**config.mk**
```make
export PLATFORM = sky130hd
export DESIGN_NAME = nmi_integrity
export DESIGN_NICKNAME = d
export VERILOG_FILES = /design/src/logic/nmi_pkg.sv /design/src/logic/nmi_integrity.sv
export SDC_FILE = /design/constraint.sdc
export NUM_CORES = 2
export LEC_CHECK = 0
export BUFFER_PORTS_ARGS = -buffer_cell sky130_fd_sc_hd__buf_2
export CORE_AREA = 2 2 425 427
export DETAILED_ROUTE_END_ITERATION = 7
export DIE_AREA = 0 0 427 429
export HOLD_SLACK_MARGIN = 0.02
export PLACE_DENSITY = 0.46
export SLEW_MARGIN = 20
export SYNTH_ARGS = -nofsm -noshare
export SYNTH_HDL_FRONTEND = slang
export SYNTH_SLANG_ARGS = --single-unit
```
**constraint.sdc**
```tcl
create_clock -name clk -period 27.5 [get_ports clk]
set_input_delay 0 -clock clk [delete_from_list [all_inputs] [get_ports clk]]
set_output_delay 0 -clock clk [all_outputs]
set_load 0.005 [all_outputs]
```
**src/logic/nmi_pkg.sv**
```systemverilog
/*
 package for the monitor integrity supervisor: parameter count, value
 width, grading codes, transfer policies and time base constants.
 assumes a single 25 MHz clock.
*/
package nmi_pkg;
	localparam int NMI_NPAR = 8;
	localparam int NMI_W = 16;
	localparam int NMI_AZ_IDX = 0;
	localparam int NMI_CLK_HZ = 25000000;
	localparam int NMI_SEC_CYC = NMI_CLK_HZ;
	localparam int NMI_CYCLE_MIN = 2;
	localparam int NMI_CYCLE_SEC = NMI_CYCLE_MIN * 60;
	localparam int NMI_OVERDUE_MIN = 10;
	localparam int NMI_OVERDUE_SEC = NMI_OVERDUE_MIN * 60;
	localparam int NMI_MISS_LIMIT = 3;
	localparam int NMI_DIV = 10;
	localparam logic [1:0] NMI_G_NORMAL = 2'h0;
	localparam logic [1:0] NMI_G_PRE = 2'h1;
	localparam logic [1:0] NMI_G_ALARM = 2'h2;
	localparam logic NMI_POL_TRANSFER = 1'b0;
	localparam logic NMI_POL_BEST = 1'b1;
	typedef enum logic [2:0] {
		NMI_IDLE, NMI_SET, NMI_WAIT, NMI_JUDGE, NMI_NEXT
	} nmi_state_e;
endpackage

```
**src/logic/nmi_integrity.sv**
```systemverilog
// Contract
// - each parameter has primary or secondary class
// - transfer policy: any alarm shuts down; code drops antenna alarms unless vswr_primary is set
// - best availability: only primary alarms shut down
// - nominal, pre-alarm and alarm limits per parameter
// - azimuth limits separate per monitor, others common
// - grade normal, pre-alarm or alarm by limits
// - test cycle every two minutes, both monitors
// - drive generator target, then compare sampled result
// - targets one tenth of span around limits
// - missed outside-limit alarm declares parameter alarm
// - false inside-limit alarm declares integrity alert
// - three consecutive misses remove monitor, raise alert
// - one passing cycle readmits removed monitor
// - excluded monitor shows integrity test failed
// - cycle unfinished in ten minutes removes monitor
// - bypass on/off from processor or control unit
// - antenna count over threshold shuts down after delay; code does so only with vswr_primary set, in either policy
/*
 monitor pair integrity supervisor: grading, shutdown policy and the
 periodic integrity sequencer. assumes monitor samples are stable when
 sample_valid pulses and the generator settles before sampling.
*/
module nmi_integrity
	import nmi_pkg::*;
#(
	parameter int SEC_CYC = nmi_pkg::NMI_SEC_CYC
)
(
	input wire logic clk, // 25 MHz clock
	input wire logic sys_rst, // synchronous reset, high
	input wire logic [nmi_pkg::NMI_NPAR-1:0] par_primary, // class per param
	input wire logic policy_best, // 1 best availability
	input wire logic [nmi_pkg::NMI_NPAR*nmi_pkg::NMI_W-1:0] nom_flat, // nominals
	input wire logic [nmi_pkg::NMI_NPAR*nmi_pkg::NMI_W-1:0] pre_lo_flat, // pre lo
	input wire logic [nmi_pkg::NMI_NPAR*nmi_pkg::NMI_W-1:0] pre_hi_flat, // pre hi
	input wire logic [nmi_pkg::NMI_NPAR*nmi_pkg::NMI_W-1:0] alm_lo_flat, // alm lo
	input wire logic [nmi_pkg::NMI_NPAR*nmi_pkg::NMI_W-1:0] alm_hi_flat, // alm hi
	input wire logic [4*nmi_pkg::NMI_W-1:0] az2_lims, // mon2 az prelo,prehi,lo,hi
	input wire logic [2*nmi_pkg::NMI_NPAR*nmi_pkg::NMI_W-1:0] meas_flat, // m2,m1
	input wire logic [1:0] sample_valid, // per monitor sample strobe
	input wire logic [1:0] mon_alarm, // monitor alarm during test
	input wire logic [1:0] byp_maint, // bypass from maintenance_processor
	input wire logic [1:0] byp_local_control_unit, // bypass from control unit
	input wire logic [15:0] shutdown_delay_s, // shutdown delay, seconds
	input wire logic vswr_primary, // antenna mismatch classed primary
	input wire logic [3:0] vswr_ant_alarm, // antennas in alarm
	input wire logic [3:0] vswr_thresh, // antennas threshold
	output logic [2*2*nmi_pkg::NMI_NPAR-1:0] grade_flat, // grades m2,m1
	output logic shutdown, // system shutdown
	output logic [nmi_pkg::NMI_W-1:0] gen_target, // generator target
	output logic gen_valid, // generator target applied
	output logic [2:0] gen_param, // parameter under test
	output logic [1:0] gen_case, // 0 lolo 1 lohi 2 hilo 3 hihi
	output logic [2*nmi_pkg::NMI_NPAR-1:0] itest_alarm, // missed alarm
	output logic [2*nmi_pkg::NMI_NPAR-1:0] itest_alert, // false alarm
	output logic [1:0] voting_en, // monitor admitted to voting
	output logic [1:0] integ_failed, // integrity test failed flag
	output logic [1:0] maint_alert // monitor maintenance alert
);
	localparam int NP = NMI_NPAR;
	localparam int W = NMI_W;

	logic [1:0] bypass_r;
	logic [26:0] div_r;
	logic sec_tick;
	logic [2*2*NP-1:0] grade_nxt;
	logic [31:0] delay_r;
	logic sd_cause;
	logic [1:0] prim_act, sec_act;

	// bypass: a pulse from either source toggles it; pulses from both at once set it
	always_ff @(posedge clk)
	begin
		if (sys_rst)
			bypass_r <= 2'h0;
		else
			bypass_r <= (bypass_r | (byp_maint & byp_local_control_unit))
				^ (byp_maint ^ byp_local_control_unit);
	end

	always_ff @(posedge clk)
	begin
		if (sys_rst || div_r == 27'(SEC_CYC - 1))
			div_r <= '0;
		else
			div_r <= div_r + 27'h1;
	end
	assign sec_tick = (div_r == 27'(SEC_CYC - 1));

	genvar m, p;
	generate
		for (m = 0; m < 2; m++)
		begin : g_mon
			for (p = 0; p < NP; p++)
			begin : g_par
				logic signed [W-1:0] v, plo, phi, alo, ahi;
				assign v = meas_flat[(m*NP+p)*W +: W];
				// monitor 2 azimuth has its own limit set
				assign plo = (m == 1 && p == NMI_AZ_IDX) ? az2_lims[0 +: W]
					: pre_lo_flat[p*W +: W];
				assign phi = (m == 1 && p == NMI_AZ_IDX) ? az2_lims[W +: W]
					: pre_hi_flat[p*W +: W];
				assign alo = (m == 1 && p == NMI_AZ_IDX) ? az2_lims[2*W +: W]
					: alm_lo_flat[p*W +: W];
				assign ahi = (m == 1 && p == NMI_AZ_IDX) ? az2_lims[3*W +: W]
					: alm_hi_flat[p*W +: W];
				assign grade_nxt[(m*NP+p)*2 +: 2] =
					(v < alo || v > ahi) ? NMI_G_ALARM :
					(v < plo || v > phi) ? NMI_G_PRE : NMI_G_NORMAL;
			end
			assign prim_act[m] = !bypass_r[m] && |(par_primary & {
				grade_nxt[(m*NP+7)*2+1], grade_nxt[(m*NP+6)*2+1],
				grade_nxt[(m*NP+5)*2+1], grade_nxt[(m*NP+4)*2+1],
				grade_nxt[(m*NP+3)*2+1], grade_nxt[(m*NP+2)*2+1],
				grade_nxt[(m*NP+1)*2+1], grade_nxt[(m*NP)*2+1]});
			assign sec_act[m] = !bypass_r[m] && |(~par_primary & {
				grade_nxt[(m*NP+7)*2+1], grade_nxt[(m*NP+6)*2+1],
				grade_nxt[(m*NP+5)*2+1], grade_nxt[(m*NP+4)*2+1],
				grade_nxt[(m*NP+3)*2+1], grade_nxt[(m*NP+2)*2+1],
				grade_nxt[(m*NP+1)*2+1], grade_nxt[(m*NP)*2+1]});
		end
	endgenerate

	always_ff @(posedge clk)
	begin
		if (sys_rst)
			grade_flat <= '0;
		else
			grade_flat <= grade_nxt; // bypassed monitors still graded
	end

	// shutdown cause per transfer policy
	assign sd_cause = |prim_act
		|| (policy_best == NMI_POL_TRANSFER && |sec_act)
		|| (vswr_primary && vswr_ant_alarm > vswr_thresh);

	// delay counts seconds of continuous cause; restarts when it clears
	always_ff @(posedge clk)
	begin
		if (sys_rst || !sd_cause)
			delay_r <= '0;
		else if (sec_tick && delay_r < {16'h0000, shutdown_delay_s})
			delay_r <= delay_r + 32'h1;
	end

	always_ff @(posedge clk)
	begin
		if (sys_rst)
			shutdown <= 1'b0;
		else
			shutdown <= sd_cause && delay_r >= {16'h0000, shutdown_delay_s};
	end

	// integrity sequencer, both monitors tested per case together
	nmi_state_e st_r;
	logic [11:0] cyc_sec_r;
	logic [2:0] par_r;
	logic [1:0] case_r;
	logic [1:0] got_r;
	logic [1:0] miss_in_cycle_r, fail_in_cycle_r;
	logic [1:0] mon_alm_r;
	logic [1:0][1:0] miss_cnt_r;
	logic [1:0][11:0] overdue_r;
	logic signed [W-1:0] t_lo, t_hi, t_nom, span, tgt;
	logic outside_case;

	assign t_nom = nom_flat[par_r*W +: W];
	assign t_lo = alm_lo_flat[par_r*W +: W];
	assign t_hi = alm_hi_flat[par_r*W +: W];
	assign span = case_r[1] ? (t_hi - t_nom) / W'(NMI_DIV)
		: (t_nom - t_lo) / W'(NMI_DIV);
	assign tgt = case_r[1] ? (case_r[0] ? t_hi + span : t_hi - span)
		: (case_r[0] ? t_lo + span : t_lo - span);
	assign outside_case = (case_r == 2'h0) || (case_r == 2'h3);

	always_ff @(posedge clk)
	begin
		if (sys_rst)
		begin
			st_r <= NMI_IDLE;
			cyc_sec_r <= '0;
			par_r <= '0;
			case_r <= '0;
			got_r <= '0;
			mon_alm_r <= '0;
			gen_valid <= 1'b0;
			gen_target <= '0;
		end
		else
		begin
			if (sec_tick && cyc_sec_r != 12'(NMI_CYCLE_SEC - 1))
				cyc_sec_r <= cyc_sec_r + 12'h1;
			case (st_r)
			NMI_IDLE:
				if (sec_tick && cyc_sec_r == 12'(NMI_CYCLE_SEC - 1))
				begin
					cyc_sec_r <= '0;
					par_r <= '0;
					case_r <= '0;
					st_r <= NMI_SET;
				end
			NMI_SET:
			begin
				gen_target <= tgt;
				gen_valid <= 1'b1;
				got_r <= '0;
				st_r <= NMI_WAIT;
			end
			NMI_WAIT:
			begin
				got_r <= got_r | sample_valid;
				mon_alm_r <= (mon_alm_r & got_r) | (mon_alarm & sample_valid);
				if ((got_r | sample_valid) == 2'h3)
					st_r <= NMI_JUDGE;
			end
			NMI_JUDGE:
			begin
				gen_valid <= 1'b0;
				st_r <= NMI_NEXT;
			end
			NMI_NEXT:
			begin
				case_r <= case_r + 2'h1;
				if (case_r == 2'h3)
					par_r <= par_r + 3'h1;
				st_r <= (case_r == 2'h3 && par_r == 3'(NP - 1))
					? NMI_IDLE : NMI_SET;
			end
			default:
				st_r <= NMI_IDLE;
			endcase
		end
	end

	assign gen_param = par_r;
	assign gen_case = case_r;

	genvar k;
	generate
		for (k = 0; k < 2; k++)
		begin : g_res
			logic miss, false_alm;
			// per-monitor result bits keep each process on its own variable
			logic [NP-1:0] alm_r, alt_r;
			assign itest_alarm[k*NP +: NP] = alm_r;
			assign itest_alert[k*NP +: NP] = alt_r;
			assign miss = st_r == NMI_JUDGE && outside_case && !mon_alm_r[k];
			assign false_alm = st_r == NMI_JUDGE && !outside_case
				&& mon_alm_r[k];
			always_ff @(posedge clk)
			begin
				if (sys_rst)
				begin
					alm_r <= '0;
					alt_r <= '0;
				end
				else if (st_r == NMI_JUDGE)
				begin
					if (case_r == 2'h0)
					begin
						alm_r[par_r] <= miss;
						alt_r[par_r] <= false_alm;
					end
					else
					begin
						if (miss)
							alm_r[par_r] <= 1'b1;
						if (false_alm)
							alt_r[par_r] <= 1'b1;
					end
				end
			end
			always_ff @(posedge clk)
			begin
				if (sys_rst)
				begin
					miss_in_cycle_r[k] <= 1'b0;
					fail_in_cycle_r[k] <= 1'b0;
					miss_cnt_r[k] <= '0;
					overdue_r[k] <= '0;
					voting_en[k] <= 1'b1;
					integ_failed[k] <= 1'b0;
					maint_alert[k] <= 1'b0;
				end
				else
				begin
					if (miss)
						miss_in_cycle_r[k] <= 1'b1;
					if (miss || false_alm)
						fail_in_cycle_r[k] <= 1'b1;
					if (sec_tick && overdue_r[k] != 12'(NMI_OVERDUE_SEC))
						overdue_r[k] <= overdue_r[k] + 12'h1;
					if (st_r == NMI_NEXT && case_r == 2'h3
						&& par_r == 3'(NP - 1))
					begin
						miss_in_cycle_r[k] <= 1'b0;
						fail_in_cycle_r[k] <= 1'b0;
						overdue_r[k] <= '0;
						if (miss_in_cycle_r[k])
						begin
							if (miss_cnt_r[k] != 2'(NMI_MISS_LIMIT))
								miss_cnt_r[k] <= miss_cnt_r[k] + 2'h1;
							if (miss_cnt_r[k] >= 2'(NMI_MISS_LIMIT - 1))
							begin
								voting_en[k] <= 1'b0;
								integ_failed[k] <= 1'b1;
								maint_alert[k] <= 1'b1;
							end
						end
						else
							miss_cnt_r[k] <= '0;
						if (!fail_in_cycle_r[k] && !miss_in_cycle_r[k])
						begin
							voting_en[k] <= 1'b1;
							integ_failed[k] <= 1'b0;
							maint_alert[k] <= 1'b0;
						end
					end
					else if (overdue_r[k] == 12'(NMI_OVERDUE_SEC))
					begin
						voting_en[k] <= 1'b0;
						integ_failed[k] <= 1'b1;
					end
				end
			end

			a_readmit_pass: assert property (@(posedge clk) disable iff (sys_rst)
				(st_r == NMI_NEXT && case_r == 2'h3 && par_r == 3'(NP - 1)
				&& !fail_in_cycle_r[k] && !miss_in_cycle_r[k])
				|=> voting_en[k])
				else $error("monitor not readmitted after passing cycle");
			a_excl_flag: assert property (@(posedge clk) disable iff (sys_rst)
				!voting_en[k] |-> integ_failed[k])
				else $error("excluded monitor without failed flag");
			a_miss_flag: assert property (@(posedge clk) disable iff (sys_rst)
				miss |=> alm_r[$past(par_r)])
				else $error("missed alarm not declared");
		end
	endgenerate

	a_best_sec: assert property (@(posedge clk) disable iff (sys_rst)
		(policy_best && !(|prim_act) && !(vswr_primary
		&& vswr_ant_alarm > vswr_thresh)) |=> !shutdown)
		else $error("shutdown on secondary alarm only");
	a_delay_hold: assert property (@(posedge clk) disable iff (sys_rst)
		!sd_cause |=> !shutdown)
		else $error("shutdown without active cause");
	a_case_order: assert property (@(posedge clk) disable iff (sys_rst)
		st_r == NMI_SET |=> st_r == NMI_WAIT && gen_valid)
		else $error("target not applied before sampling");
	a_byp_excl: assert property (@(posedge clk) disable iff (sys_rst)
		bypass_r[0] |-> !prim_act[0])
		else $error("bypassed monitor drives shutdown");
	a_period_idle: assert property (@(posedge clk) disable iff (sys_rst)
		(st_r == NMI_SET && $past(st_r) == NMI_IDLE) |-> cyc_sec_r == 12'h0)
		else $error("test cycle period counter not kept");
endmodule

```
Yosys cells after proc, flatten, opt, wreduce, memory -nomap -nowiden. Cells that the tools add are included.

$add $sub $neg: 15. Div/mod/pow operators: 2. Order comparisons: 71. Equal/unequal tests: 25. Shifts and indexed selects: 3. Multiplexer cells: 88. Bitwise gates (word level): 18. Reduce and logical (&&, ||, !) cells: 124.

Operators by type and width (number): $gt 16x16->1 (32); $lt 16x16->1 (32); $shiftx 128x8->16 (3); $mux 16 (4); $mux 8 (8); $sub 16x16->16 (4); $mux 2 (21); $logic_or 1x1->1 (39); $mux 1 (38); $reduce_or 2->1 (19); $add 12x1->12 const B (3); $mux 12 (3); $add 16x16->16 (2); $add 32x1->32 const B (1); $and 8x8->8 (4); $bwmux 8 (4); $div 16x5->16 const B (2); $ge 32x16->1 (1); $lt 32x16->1 (1); $or 8x8->8 (4); $reduce_or 8->1 (4); $add 27x1->27 const B (1); $eq 27x25->1 const B (1); $reduce_bool 2->1 (13); 35 further kinds (102).

Register bits after elaboration: 205. Input bits: 1004. Output and inout bits: 93.

Longest topological paths before layout.
Word-level depth: 13. Gate-level depth with buffers: 60. Depth with buffers taken out: 52.

Worst setup path after synthesis. Ideal clock, no wire load.

Kind: flip-flop to flip-flop. Start point: reg par_r[2] (netlist: gen_param[2]). End point: reg gen_target[15] in the netlist's numbering. Data arrival time: 12027 ps. Data required time: 27426 ps. Setup slack: 15399 ps. Cell stages (with the launch flop): 57. Path buffers: 5. Clock period less this slack: 12101 ps. Cell sequence: dfxtp_1 -> buf_2 -> nor3b_1 -> clkbuf_1 -> clkbuf_1 -> a22oi_1 -> and4_1 -> inv_1 -> ha_1 -> inv_1 -> fa_1 -> a211oi_2 -> o211ai_1 -> a211o_1 -> and4_1 -> clkbuf_1 -> or2_1 -> nor4_4 -> (+21 left out) -> a21oi_1 -> ha_1 -> a21o_1 -> a21o_1 -> a21o_1 -> a21oi_1 -> o21bai_1 -> a21oi_1 -> o21bai_1 -> a21oi_1 -> o21ai_0 -> a21o_1 -> a21o_1 -> a21o_1 -> a21oi_1 -> xnor2_1 -> nand3_1 -> a31oi_1.

Cells in the longest elaborated chain, start to end: 7. Elaborated cells on any way between the ends: 15. Classes of those cells: add/sub: 6; div: 2; shift: 3; mux: 4.

Ends and longest elaborated chain: start: declaration (line nmi_integrity.sv:158) `logic [2:0] par_r;`; start signal: assignment (line nmi_integrity.sv:226) `par_r <= par_r + 3'h1;`; $shiftx 128x8->16 (on tied branches) (line nmi_integrity.sv:168, nmi_integrity.sv:169, nmi_integrity.sv:170); $sub 16x16->16 (on tied branches) (line nmi_integrity.sv:172, nmi_integrity.sv:171); $div 16x5->16 (on tied branches) (line nmi_integrity.sv:172, nmi_integrity.sv:171); $mux 16 (line nmi_integrity.sv:171) `assign span = case_r[1] ? (t_hi - t_nom) / W'(NMI_DIV)`; $sub 16x16->16 (tied with other cells) (line nmi_integrity.sv:174) `: (case_r[0] ? t_lo + span : t_lo - span);`; $mux 16 (on tied branches) (line nmi_integrity.sv:174, nmi_integrity.sv:173); $mux 16 (*) (line nmi_integrity.sv:173) `assign tgt = case_r[1] ? (case_r[0] ? t_hi + span : t_hi - span)`; end signal: assignment (line nmi_integrity.sv:205) `gen_target <= tgt;`; end: declaration (line nmi_integrity.sv:51) `output logic [nmi_pkg::NMI_W-1:0] gen_target,`.

Every way passes the cells marked *; elsewhere a longest branch is shown, timed or not. A chain may end at the register's enable or synchronous reset.

Worst setup path in the final report.
Start point: reg par_r[1] (netlist: gen_param[1]). End point: reg gen_target[15] in the netlist's numbering.

Same word-level chain as after synthesis.

==> out/results.tsv <==
metric	value	unit
status	finished, final reports clean	
cp.required	28.05	ns
ant_nets	0	
cts_root_buffer	clkbuf_16	
portBuffers	1096	
slowest_delay	0.81	ns
fp-row-count	155	
ir_worst_vdd	0.000134	V
place_congestion	1.01	
syn_avg_cell_area	7.67	um^2
min_period_over_period	53.3	%
syn_area	39400	um^2
yosysSeqAreaShare	10.4	%
hpwl	234000	um
setup_tns	0	ns
grt_first_pass_wirelength	348000	um
fp.dieW	427	um
arrival	15.22	ns
synth_edf_count	0	
synthXorXnorAreaFrac	2.90	%
cts_resized	0	
routed_wl	260000	um
final_cell_area	49600	um^2
cpMostUsedCell	a21o_1	
firstDrtPassIters	6	
synth_fp_nets	7229	
hp-class	input port to flip-flop	
critPathKind	flip-flop to flip-flop	
drtIter0Drc	3347	
holdBufCountCts	72	
skew	0.0266	ns
drc	0	
clk_pin_slew	0.08	ns
routed_via_density	5.07	
io_pins	1097	
p_leak	25.4	nW
fillers	19600	
clkLatencyLatePin	0.65	ns
powerDensity	54.0	nW/um^2
finalNonFillerCells	8710	
synth_ff_type	dfxtp_1	
synth-warning-count	0	
numCtsBuffers	30	
async_reset_ff_share	0	%
drive_gt1_share	19.9	%
startpoint_type	flip-flop	
finalCriticalPeriod	14.66	ns
synth.distinct_cells	113	
wl_per_cell	29.8	um
die-height	429	um
tightestPinTransition	1.02	ns
cp_max_fo	43	
maxCapViolations	0	
grt_max_degree	62	
clock-sinks	205	
route.met2.wl	121000	um
clockBufferDepth	3	
place_inst	8503	
finalHoldViolCount	0	
dpl_cell_area	47700	um^2
route.met3.wl	16600	um
max_freq	0.0682	GHz
dr.max_layer_used	met5	
synth-compound-area-share	24.1	%
wl_met1	107000	um
grt_pass1_vias	42900	
ys_ff_latch	205	
slew_headroom	31.3	%
vias	44200	
setup_viol	0	
htreeDepth	1	
antenna_found_initial	182	
area_growth_syn_to_layout	25.8	%
die_area	183000	um^2
nets	8338	
synthSimpleGateAreaFrac	19.9	%
gr-total-overflow	0	
drv_slew	0	
end_kind	flip-flop	
track_usage	27.2	%
multi_input_area	32400	um^2
synthMuxAreaShare	0.685	%
synth_top_family_by_area	adder cells	
crit_slowest_cell	nor3b_2	
regArea	4100	um^2
start_util	22.1	%
postCtsSetupRepairBufs	0	
design.core.area	178000	um^2
cts_tree	yes	
rsz0062_at_grt	false	
syn_inst	5143	
synthAdderAreaFrac	34.4	%
==> where the power goes <==
part,internal [mW],switching [mW]
clock,0.230,0.182
sequential,0.302,0.00461
combinational,0.771,1.19
total,1.30,1.38
==> registers in the layout, summed over array words and instances, names as in the netlist <==
register	count
delay_r	32
grade_flat	32
div_r	27
overdue_r	24
g_res.alm_r	16
g_res.alt_r	16
gen_target	16
cyc_sec_r	12
miss_cnt_r	4
gen_param	3
st_r	3
bypass_r	2
fail_in_cycle_r	2
gen_case	2
got_r	2
integ_failed	2
maint_alert	2
miss_in_cycle_r	2
mon_alm_r	2
voting_en	2
gen_valid	1
shutdown	1
==> critical path: cells and delay by family, from the launching register on <==
family	cells	cell delay, ns
AO/OA/AOI/OAI	32	7.85
XOR/XNOR	1	0.16
adder cells (fa/ha/maj)	5	1.58
buffers and inverters	2	0.69
flip-flops	1	0.69
multiplexers	1	0.36
AND/OR/NAND/NOR	10	3.18
==> final timing paths <==
kind / from / endpoint / slack [ns] / cells past startpoint
min reg2reg: delay_r[20]$_SDFFE_PP0P_ / delay_r[20]$_SDFFE_PP0P_ / 0.43 / 2
min: meas_flat[31] / grade_flat[2]$_SDFF_PP0_ / 0.07 / 5
max: gen_param[1]$_SDFFE_PP0P_ / gen_target[15]$_SDFFE_PP0P_ / 12.84 / 51
max reg2reg: gen_param[1]$_SDFFE_PP0P_ / gen_target[15]$_SDFFE_PP0P_ / 12.84 / 51
==> kinds of logic after synthesis <==
| logic type | after synthesis |
|---|---|
| and+or+nand+nor | 1461 |
| AOI/OAI and AO/OA | 1441 |
| adders and majority gates | 1082 |
| buffers and inverters | 802 |
| DFF | 205 |
| xor gates and xnor gates | 129 |
| muxes | 23 |
==> metrics by stage <==
step	hold WS [ns]	util (%)	power (mW)	worst slack, ns
after detailed placement	0.297	26.8	2.25	12.97
after global routing	0.0975	27.8	2.93	11.79
final	0.0652	27.9	2.68	12.84
after global placement	0.287	26.8	2.27	13.00
after CTS	0.0230	27.8	2.70	12.91
after floorplan	0.148	-	1.67	15.40
==> layer usage <==
| layer | vias to the layer above | track usage [%] |
|---|---|---|
| li1 | 21000 | - |
| met4 | 44 | 12.7 |
| met1 | 20800 | 33.1 |
| met3 | 506 | 4.73 |
| met2 | 1832 | 46.1 |
| met5 | - | 0 |
==> final cells by class <==
type	count	area share [%]
clock buffers	37	1.63
inverters	685	5.18
flip-flops and latches	205	8.27
well taps	2355	5.94
clock inverters	18	0.404
multi-input cells	4136	65.3
repair buffers	1194	12.9
diodes	80	0.404
==> Yosys cell counts (15+ instances only) <==
| master | instances | area share [%] |
|---|---|---|
| a211oi_1 | 25 | 0.48 |
| a21boi_0 | 34 | 0.65 |
| a21o_1 | 174 | 3.3 |
| a21oi_1 | 377 | 4.8 |
| a221oi_1 | 18 | 0.40 |
| a22oi_1 | 208 | 4.0 |
| a31oi_1 | 53 | 0.84 |
| and2_1 | 20 | 0.32 |
| and3_1 | 35 | 0.56 |
| and4_1 | 39 | 0.87 |
| clkbuf_1 | 97 | 0.92 |
| dfxtp_1 | 205 | 10 |
| ha_1 | 1079 | 34 |
| inv_1 | 685 | 6.5 |
| mux2i_1 | 15 | 0.38 |
| nand2_1 | 183 | 1.7 |
| nand2b_1 | 205 | 3.3 |
| nand3_1 | 104 | 1.3 |
| nand4_1 | 176 | 2.8 |
| nor2_1 | 345 | 3.3 |
| nor2b_1 | 187 | 3.0 |
| nor3_1 | 63 | 0.80 |
| nor4_1 | 27 | 0.43 |
| o211ai_1 | 29 | 0.55 |
| o21a_1 | 35 | 0.67 |
| o21ai_0 | 295 | 3.7 |
| o22ai_1 | 22 | 0.35 |
| or3_1 | 21 | 0.33 |
| xnor2_1 | 64 | 1.4 |
| xor2_1 | 64 | 1.4 |
==> layout by cell type (no fill, tap or decap), types with 22 or more instances in the layout <==
cell / instances
a211oi_1: 24
a21boi_0: 34
a21o_1: 174
a21oi_1: 377
a22oi_1: 208
a31oi_1: 53
and3_1: 34
and4_1: 39
buf_2: 1095
buf_4: 27
clkbuf_16: 30
dfxtp_1: 205
diode_2: 80
dlygate4sd3_1: 72
ha_1: 1079
inv_1: 685
nand2_1: 183
nand2b_1: 205
nand3_1: 104
nand4_1: 176
nor2_1: 342
nor2b_1: 187
nor3_1: 63
nor4_1: 27
o211ai_1: 29
o21a_1: 35
o21ai_0: 295
o22ai_1: 22
xnor2_1: 63
xor2_1: 64
No activity file was read; power rests on OpenSTA's default activity.
